--- config.mk ---
export PLATFORM = sky130hd
export DESIGN_NAME = iowdg_top
export DESIGN_NICKNAME = d
export VERILOG_FILES = /design/src/rtl/iowdg_pkg.sv /design/src/rtl/iowdg_tick.sv /design/src/rtl/iowdg_top.sv
export SDC_FILE = /design/constraint.sdc
export NUM_CORES = 1
export LEC_CHECK = 0
export BUFFER_PORTS_ARGS = -buffer_cell sky130_fd_sc_hd__buf_4
export CORE_MARGIN = 3
export CORE_UTILIZATION = 40
export DETAILED_ROUTE_END_ITERATION = 7
export GPL_ROUTABILITY_DRIVEN = 0
export REMOVE_ABC_BUFFERS = 1
export SYNTH_ARGS = -nofsm -noshare
export SYNTH_HDL_FRONTEND = slang
export SYNTH_HIERARCHICAL = 1
export SYNTH_SLANG_ARGS = --single-unit
export TNS_END_PERCENT = 1
--- constraint.sdc ---
create_clock -name i_sys_clk -period 9.08 [get_ports i_sys_clk]
set_clock_uncertainty 0.2 [all_clocks]
set_input_delay 1.816 -clock i_sys_clk [delete_from_list [all_inputs] [get_ports i_sys_clk]]
set_output_delay 1.816 -clock i_sys_clk [all_outputs]
set_load 0.005 [all_outputs]
--- src/rtl/iowdg_pkg.sv ---
// Purpose: Shared constants and types for the port-mapped watchdog.
// Assumes: The host reaches the block over a simple byte-wide I/O port.
// Notes: Timeouts are held in ms or s and counted in 1 ms ticks at 25 MHz.
// How it works
// - A read of port 066h restarts the watchdog countdown.
// - The data returned by a read of port 066h is meaningless to the host.
// - Port 062h is the configuration register and is readable and writable.
// - Bit 0 of the configuration register enables the countdown.
// - The mode bit picks millisecond timeouts (0) or second timeouts (1).
// - Bits 5:3 pick one of eight timeouts, 94 ms / 2 s being the default.
// - Bit 7 reads 1 after an alarm and writing 1 there clears it and the LED; an expiry in the same cycle wins and keeps both set.
`default_nettype none
package iowdg_pkg;
  localparam logic [15:0] IOWDG_CFG_ADDR = 16'h0062;
  localparam logic [15:0] IOWDG_TRIG_ADDR = 16'h0066;
  localparam int IOWDG_EN_BIT = 0;
  localparam int IOWDG_MODE_BIT = 1;
  localparam int IOWDG_SEL_LSB = 3;
  localparam int IOWDG_LED_BIT = 6;
  localparam int IOWDG_ALARM_BIT = 7;
  localparam logic [7:0] IOWDG_CFG_RESET = 8'h00;
  localparam logic [7:0] IOWDG_TRIG_READ = 8'h00;
  localparam int IOWDG_CLK_HZ = 25000000;
  localparam int IOWDG_TICK_CYCLES = IOWDG_CLK_HZ / 1000;
  // Normal-mode timeouts in ms, macro-mode timeouts in s, by code.
  localparam int IOWDG_NORM_MS [8] = '{94, 210, 340, 460, 590, 710, 840, 960};
  localparam int IOWDG_MACRO_S [8] = '{2, 4, 6, 8, 16, 32, 48, 64};
  localparam int IOWDG_MS_PER_S = 1000;

  typedef struct packed {
    logic [15:0] addr;
    logic [7:0] wdata;
    logic rd;
    logic wr;
  } iowdg_req_s;
endpackage
`default_nettype wire

--- src/rtl/iowdg_tick.sv ---
// Purpose: Divider giving a one-cycle pulse every millisecond.
// Assumes: One system clock; the pulse serves as a clock enable.
// Notes: The count restarts on i_clr so a restart is exact to the tick.
`default_nettype none
module iowdg_tick #(
  parameter int DIV = 25000
) (
  input wire logic i_sys_clk, // System clock.
  input wire logic i_rst_b, // Synchronous reset, active low.
  input wire logic i_clr, // Restart the divider.
  output logic o_tick // One-cycle pulse each period.
);
  logic [15:0] cnt_ff;
  logic [15:0] nxt_cnt;
  wire at_end = (cnt_ff == 16'(DIV - 1));

  // Count up and wrap at the end of each period.
  assign nxt_cnt = (i_clr || at_end) ? 16'h0000 : cnt_ff + 16'h0001;
  assign o_tick = at_end && !i_clr;

  // Divider counter.
  always_ff @(posedge i_sys_clk)
  begin
    if (!i_rst_b)
      cnt_ff <= 16'h0000;
    else
      cnt_ff <= nxt_cnt;
  end
endmodule
`default_nettype wire

--- src/rtl/iowdg_top.sv ---
// Purpose: Port-mapped watchdog with configuration and retrigger ports.
// Assumes: Host strobes are single-cycle and synchronous to i_sys_clk.
// Notes: Timeout is counted in millisecond ticks from a divider.
`default_nettype none
module iowdg_top #(
  parameter int TICK_CYCLES = iowdg_pkg::IOWDG_TICK_CYCLES
) (
  input wire logic i_sys_clk, // System clock, 25 MHz.
  input wire logic i_rst_b, // Synchronous reset, active low.
  input wire iowdg_pkg::iowdg_req_s i_req, // Host I/O request.
  output logic [7:0] o_rdata, // Read data, registered.
  output logic o_rvalid, // Read data valid pulse.
  output logic o_led_on, // Red alarm LED, active high.
  output logic o_alarm // Alarm status level.
);
  logic en_ff;
  logic mode_ff;
  logic [2:0] sel_ff;
  logic led_ff;
  logic alarm_ff;
  logic [16:0] ms_ff;
  logic [16:0] nxt_ms;
  logic [7:0] rdata_ff;
  logic rvalid_ff;
  logic tick;

  // Address decode of the two ports.
  wire cfg_hit = (i_req.addr == iowdg_pkg::IOWDG_CFG_ADDR);
  wire trig_hit = (i_req.addr == iowdg_pkg::IOWDG_TRIG_ADDR);
  wire cfg_wr = cfg_hit && i_req.wr;
  wire retrig = trig_hit && i_req.rd;
  wire clr_alarm = cfg_wr && i_req.wdata[iowdg_pkg::IOWDG_ALARM_BIT];

  // Selected timeout in ms, from mode and code.
  wire [16:0] limit_ms = mode_ff ?
    17'(iowdg_pkg::IOWDG_MACRO_S[sel_ff] * iowdg_pkg::IOWDG_MS_PER_S) :
    17'(iowdg_pkg::IOWDG_NORM_MS[sel_ff]);
  wire expire = en_ff && tick && (ms_ff + 17'h00001 >= limit_ms);

  // Count restarts on retrigger, while disabled and on expiry.
  assign nxt_ms = (retrig || !en_ff || expire) ? 17'h00000 :
    (tick ? ms_ff + 17'h00001 : ms_ff);

  // Readback of the configuration; retrigger reads return a fixed byte.
  wire [7:0] cfg_view = {alarm_ff, led_ff, sel_ff, 1'b0, mode_ff, en_ff};
  wire [7:0] nxt_rdata = cfg_hit ? cfg_view :
    iowdg_pkg::IOWDG_TRIG_READ;

  iowdg_tick #(
    .DIV(TICK_CYCLES)
  ) u_tick (
    .i_sys_clk(i_sys_clk),
    .i_rst_b(i_rst_b),
    .i_clr(retrig || !en_ff),
    .o_tick(tick)
  );

  // Configuration fields written by the host.
  always_ff @(posedge i_sys_clk)
  begin
    if (!i_rst_b)
    begin
      en_ff <= iowdg_pkg::IOWDG_CFG_RESET[iowdg_pkg::IOWDG_EN_BIT];
      mode_ff <= iowdg_pkg::IOWDG_CFG_RESET[iowdg_pkg::IOWDG_MODE_BIT];
      sel_ff <= iowdg_pkg::IOWDG_CFG_RESET[iowdg_pkg::IOWDG_SEL_LSB +: 3];
    end
    else if (cfg_wr)
    begin
      en_ff <= i_req.wdata[iowdg_pkg::IOWDG_EN_BIT];
      mode_ff <= i_req.wdata[iowdg_pkg::IOWDG_MODE_BIT];
      sel_ff <= i_req.wdata[iowdg_pkg::IOWDG_SEL_LSB +: 3];
    end
  end

  // Alarm and LED: expiry sets them and wins over a write-one clear.
  always_ff @(posedge i_sys_clk)
  begin
    if (!i_rst_b)
    begin
      alarm_ff <= iowdg_pkg::IOWDG_CFG_RESET[iowdg_pkg::IOWDG_ALARM_BIT];
      led_ff <= iowdg_pkg::IOWDG_CFG_RESET[iowdg_pkg::IOWDG_LED_BIT];
    end
    else if (expire)
    begin
      alarm_ff <= 1'b1;
      led_ff <= 1'b1;
    end
    else if (clr_alarm)
    begin
      alarm_ff <= 1'b0;
      led_ff <= 1'b0;
    end
  end

  // Countdown and read port.
  always_ff @(posedge i_sys_clk)
  begin
    if (!i_rst_b)
    begin
      ms_ff <= 17'h00000;
      rdata_ff <= 8'h00;
      rvalid_ff <= 1'b0;
    end
    else
    begin
      ms_ff <= nxt_ms;
      rdata_ff <= i_req.rd ? nxt_rdata : rdata_ff;
      rvalid_ff <= i_req.rd && (cfg_hit || trig_hit);
    end
  end

  assign o_rdata = rdata_ff;
  assign o_rvalid = rvalid_ff;
  assign o_led_on = led_ff;
  assign o_alarm = alarm_ff;
endmodule
`default_nettype wire

# Yosys cells after proc, flatten, opt, wreduce, memory -nomap -nowiden
# Memory sizes are Yosys's and may differ from the RTL's.
# Cells that the tools add are included.
# totals
rom_bits,512
memories,2
word_cells,44
output_inout_bits,11
ff_bits,48
input_bits,28
# classes
reduce_logical,16
n_bitwise,2
addsub,2
n_eq_ne,3
muxes,8
order_cmp,2
multipliers,1
# mem_list
name,depth,width,read_ports,rd_ports_with_merged_regs,write_ports,line,rtl
(no name shown),8,32,1,0,0,iowdg_top.sv:37,17'(iowdg_pkg::IOWDG_NORM_MS[sel_ff]);
(no name shown),8,32,1,0,0,iowdg_top.sv:36,17'(iowdg_pkg::IOWDG_MACRO_S[sel_ff] * iowdg_pkg::IOWDG_MS_PER_S) :
# ops
operator,count
two-way mux 32 bit,2
two-way mux 17 bit,3
== test 16 x 7 -> 1 bit (second input constant),2
multiplier 32 x 8 -> 14 bit (second input constant),1
adder 17 x 1 -> 17 bit (second input constant),1
greater-or-equal comparator 17 bit,1
adder 16 x 1 -> 16 bit (second input constant),1
== test 16 x 15 -> 1 bit (second input constant),1
two-way mux 8 bit,1
logical AND 1 bit,7
greater-or-equal comparator 4 bit (second input constant),1
logical OR 1 bit,4
NOT 3 -> 4 bit,1
OR reduction 2 bit,2
zero test 1 bit,2
two-way mux 1 bit,2
nonzero test 2 bit,1
NOT 1 bit,1

# Depth between registers and ports, before layout
# logic_depth
ltp_word,10
ltp_mapped,26
mapped_depth_nobuf,24

# By module
# Netlist, hierarchy kept.
# modules_own_cells
module,area_per_inst_um2,n_inst,cells_per_inst
iowdg_top,3098.0,1,372
iowdg_tick,716.9,1,80

# Worst setup path after synthesis
# OpenSTA, ideal clock, no wires.
# synth_timing
kind,reg-to-reg
startpoint,register sel_ff[1]
endpoint,register ms_ff[7]
t_arrival_ns,5.518
stages_incl_launch_ff,26
setup_time_ns,0.122
setup_slack_ns,3.240
period_less_slack_ns,5.840
path_cell_list,dfxtp_1 > clkbuf_1 > inv_1 > ha_1 > nor2_1 > inv_1 > fa_1 > inv_1 > ha_1 > ha_1 > fa_1 > inv_1 > fa_1 > a21oi_1 > o31ai_1 > o21ba_2 > o21ai_0 > xnor2_1 > nand2_1 > ha_1 > nand4_1 > a2111oi_1 > nor4b_4 > buf_6 > nand3_1 > a31oi_1
# synth_between
elab_chain_len,10
elab_cells_between_ends,13
# synth_lines
item,line,rtl
start: declaration,iowdg_top.sv:18,logic [2:0] sel_ff;
start signal: assignment,iowdg_top.sv:65,sel_ff <= iowdg_pkg::IOWDG_CFG_RESET[iowdg_pkg::IOWDG_SEL_LSB +: 3];
start signal: assignment,iowdg_top.sv:71,sel_ff <= i_req.wdata[iowdg_pkg::IOWDG_SEL_LSB +: 3];
NOT 3 -> 4 bit (not written as such) *,"iowdg_top.sv:36, iowdg_top.sv:37",
memory read (8 x 32 bit),n/a,
two-way mux 32 bit (not written as such) (2 in series),iowdg_top.sv:36,
multiplier 32 x 8 -> 14 bit,iowdg_top.sv:36,
two-way mux 17 bit *,iowdg_top.sv:35,wire [16:0] limit_ms = mode_ff ?
greater-or-equal comparator 17 bit *,iowdg_top.sv:38,wire expire = en_ff && tick && (ms_ff + 17'h00001 >= limit_ms);
logical AND 1 bit *,iowdg_top.sv:38,
logical OR 1 bit *,iowdg_top.sv:41,assign nxt_ms = (retrig || !en_ff || expire) ? 17'h00000 :
OR reduction 2 bit (no line) *,n/a,
end signal: assignment,iowdg_top.sv:106,ms_ff <= nxt_ms;
end: declaration,iowdg_top.sv:21,logic [16:0] ms_ff;
# Every way passes the cells marked *; elsewhere a longest branch is shown, timed or not. The select of a mux whose other input is x is not followed.
# A chain may end at the register's enable or synchronous reset.

# Worst setup path after layout
# Same ends and word-level chain as after synthesis.

==> reports/qor.csv <==
stage,metric,value,unit
clock_tree,Post-CTS Hold Buffers,0,
pwr,switch share,24.57,%
timing,Final Critical Period,6.651,ns
synth,dominant cells by area after synthesis,"dfxtp_1 (24%), ha_1 (15%), xnor2_1 (6.0%)",
global_route,met2 Resource Use GR,24.86,%
worst_hold_path,min-delay src,u_tick/cnt_ff[0],
clock_tree,CTS H-Tree Depth,2,
worst_hold_path,Hold Crit Depth,1,
detailed_routing,ANT nets after route,0,
job,max cap viols,0,
worst_setup_path,Required @ worst endpoint,9.05,ns
synth,register area share after synthesis,24.14,%
synth,Async SR Flop Fraction,0,%
worst_hold_path,Hold Path Sink,u_tick/cnt_ff[0],
detailed_routing,drt drc,0,
global_route,antenna violations before repair,0,
global_route,largest net degree at the start of global routing,36,
global_route,global-route wire length before repair,13520,µm
final_layout,Layout area overhead,10.89,%
synth,Synth Flop Type,dfxtp_1,
global_route,Top Usage Layer GRT,met2,
timing,# setup viols final,0,
global_route,Congestion Overflow GR,0,
clock_tree,clk sinks,46,
pwr,Psw,0.08701,mW
synth,"FF+latch count, synth",46,
global_route,met1 Resource Use GR,19.61,%
timing,final setup TNS,0,ns
status,status,completed,
clock_tree,Longest Clk Path Bufs,2,
detailed_routing,WL per Instance,12.78,µm
place,port buffer count,35,
global_route,number of global-route vias before repair,2975,
worst_setup_path,Setup Crit Path Kind,flop to flop,
pwr,Int Pwr,0.2671,mW
worst_setup_path,FF-to-FF End,ms_ff[7],
pwr,share of power burned in registers,56.9,%
final_layout,fillers,932,
timing,fin crit share,73.25,%
synth,Post-Synthesis Cell Area,3815,µm²
timing,worst slew pin tran,0.7030,ns
synth,cells after synthesis,452,
synth,Ys Warns,6,
global_route,met3 Resource Use GR,2.928,%
pwr,peak supply drop,0.04966,mV
detailed_routing,Iteration-0 DRC Markers,107,
global_route,GRT Overall Usage,14.50,%
final_layout,nets@finish,558,
synth,Post-synth top cells,"nor2_1 (49), dfxtp_1 (46), ha_1 (46)",
clock_tree,CTS root buffer,clkbuf_8,
clock_tree,clk_lat worst skew,0.31,ns
detailed_routing,vias per inst,5.179,
detailed_routing,Vias,3133,
worst_setup_path,Worst Path Max Fanout,26,
worst_setup_path,reg2reg setup slack,2.43,ns
place,dpl hpwl,5943,µm
clock_tree,CTS-repair resized insts,0,
floorplanning,Die ar.,10750,µm²
detailed_routing,routed wire length,7730,µm
clock_tree,"Setup Fix Bufs, Post-CTS",0,
place,dpl cells,597,
worst_setup_path,startpoint types,flop,
timing,max-slew violations,0,
worst_hold_path,min-delay worst type,flop to flop,
worst_setup_path,Crit. End Element,flop,
final_layout,layout cell share with drive strength beyond 1,12.82,%
synth,"Avg Cell Area, Syn",8.440,µm²
pwr,Pwr Density,83.70,nW/µm²
worst_setup_path,Worst Path Arrival,6.62,ns
pwr,overall power,0.3541,mW
timing,endpoints failing hold,0,
synth,Yosys top cell by area,dfxtp_1,
worst_setup_path,reg2reg path depth,24,
synth,post-synth cell types,62,
detailed_routing,total iterations of the first detailed-routing run,4,
floorplanning,FP Rows,35,
pwr,Logic pwr share,3.7,%
clock_tree,clock-pin slew on the worst setup and hold paths,0.10,ns
synth,"count leader, synth",nor2_1,
worst_setup_path,RR Startpoint,sel_ff[1],
timing,RSZ-0062 raised after global routing,false,
final_layout,Post-Layout Cell Count,605,
pwr,Clock Power Share,39.4,%
timing,slew margin rel.,53.01,%
clock_tree,cts bufs inserted,5,
synth,post-synth top area share,24.14,%
synth,"EDFF count, synth",0,
floorplanning,Die H,103.7,µm
floorplanning,Die W,103.7,µm
timing,Fmax,150.4,MHz
pwr,P_leak,1.763,nW
floorplanning,core area,9240,µm²
final_layout,diode count,0,
clock_tree,CTS tree,yes,
floorplanning,Starting Density,41.29,%
floorplanning,io pins,39,
[flip-flops by register name (all words and copies together), names as in the netlist]
name and cells:
ms_ff 17, u_tick/cnt_ff 16, o_rdata 6, sel_ff 3
en_ff 1, mode_ff 1, o_alarm 1, o_rvalid 1
[power by group through the flow]
stage | clock (mW) | combinational [mW] | sequential, mW
after floorplan | 0 | 0.00304 | 0.206
after global placement | 0 | 0.0128 | 0.206
after detailed placement | 0 | 0.0132 | 0.206
after CTS | 0.144 | 0.0132 | 0.202
after global routing | 0.153 | 0.0142 | 0.202
final | 0.140 | 0.0130 | 0.202
[critical path, stage by stage (launching register included)]
cell and delay (ns):
dfxtp_1 0.64, inv_1 0.12, ha_1 0.38, nor2_1 0.26, inv_1 0.10, fa_1 0.39
inv_1 0.06, ha_1 0.22, ha_1 0.32, fa_1 0.57, inv_1 0.06, fa_1 0.45
a21oi_1 0.14, o31ai_1 0.11, o21ba_2 0.21, o21ai_0 0.21, xnor2_1 0.15, nand2_1 0.09
ha_1 0.33, nand4_1 0.20, a2111oi_1 0.72, nor4b_4 0.08, buf_4 0.25, nand4b_1 0.14
a31oi_1 0.09
[cells by family (layout without fill, tap and decap cells)]
family	after synthesis	in the layout	share of synthesized area, %
other	1	2	0.09830
DFF	46	46	24.14
buffers and inverters	55	78	6.494
muxes	7	7	1.837
and+or+nand+nor	191	191	28.93
AOI/OAI and AO/OA	59	59	9.971
xor gates and xnor gates	38	38	8.724
adders and majority gates	55	55	19.81
[through the flow]
stage / setup WS, ns / utilization, % / hold slack [ns] / area, µm²
after floorplan: 3.193 / - / 0.2176 / 3695
after global placement: 2.532 / 44.74 / 0.2326 / 4134
after detailed placement: 2.465 / 44.74 / 0.2446 / 4134
after CTS: 2.417 / 45.78 / 0.2613 / 4230
after global routing: 1.890 / 45.78 / 0.2889 / 4230
final: 2.429 / 45.78 / 0.2589 / 4230
[layout make-up]
type	count	area (µm²)	share of cell area (%)
Inverter	33	123.9	2.928
Multi-Input combinational cell	352	2650	62.64
Clock inverter	3	27.53	0.6507
Clock buffer	5	68.82	1.627
Timing Repair Buffer	37	277.8	6.566
Tap cell	129	161.4	3.815
Sequential cell	46	920.9	21.77
[cell usage in the layout, fill, tap and decap left out, types with 12 or more instances in the layout]
master,netlist,routed
a21oi_1,24,24
buf_4,4,37
dfxtp_1,46,46
ha_1,46,46
inv_1,33,33
nand2_1,27,27
nand2b_1,20,20
nand3_1,25,25
nor2_1,49,49
xnor2_1,26,26
xor2_1,12,12
[how the worst max path moves through the flow]
| stage | startpoint | endpoint | slack (ns) | depth (start not counted) |
|---|---|---|---|---|
| 4_1_cts | sel_ff[1] | ms_ff[7] | 2.42 | 24 |
| 3_3_place_gp | sel_ff[0] | ms_ff[6] | 2.53 | 23 |
| 2_1_floorplan | sel_ff[0] | ms_ff[2] | 3.19 | 22 |
| 6_report | sel_ff[1] | ms_ff[7] | 2.43 | 24 |
| 5_1_grt | sel_ff[1] | ms_ff[7] | 1.89 | 23 |
| 3_5_place_dp | sel_ff[0] | ms_ff[7] | 2.47 | 23 |
[layer usage]
layer	part of all wire, %	up-vias
li1	-	1596
met1	49	1475
met2	47	60
met3	4.0	2
met4	0.17	0
met5	0	-
No activity file was read; power rests on OpenSTA's default activity.
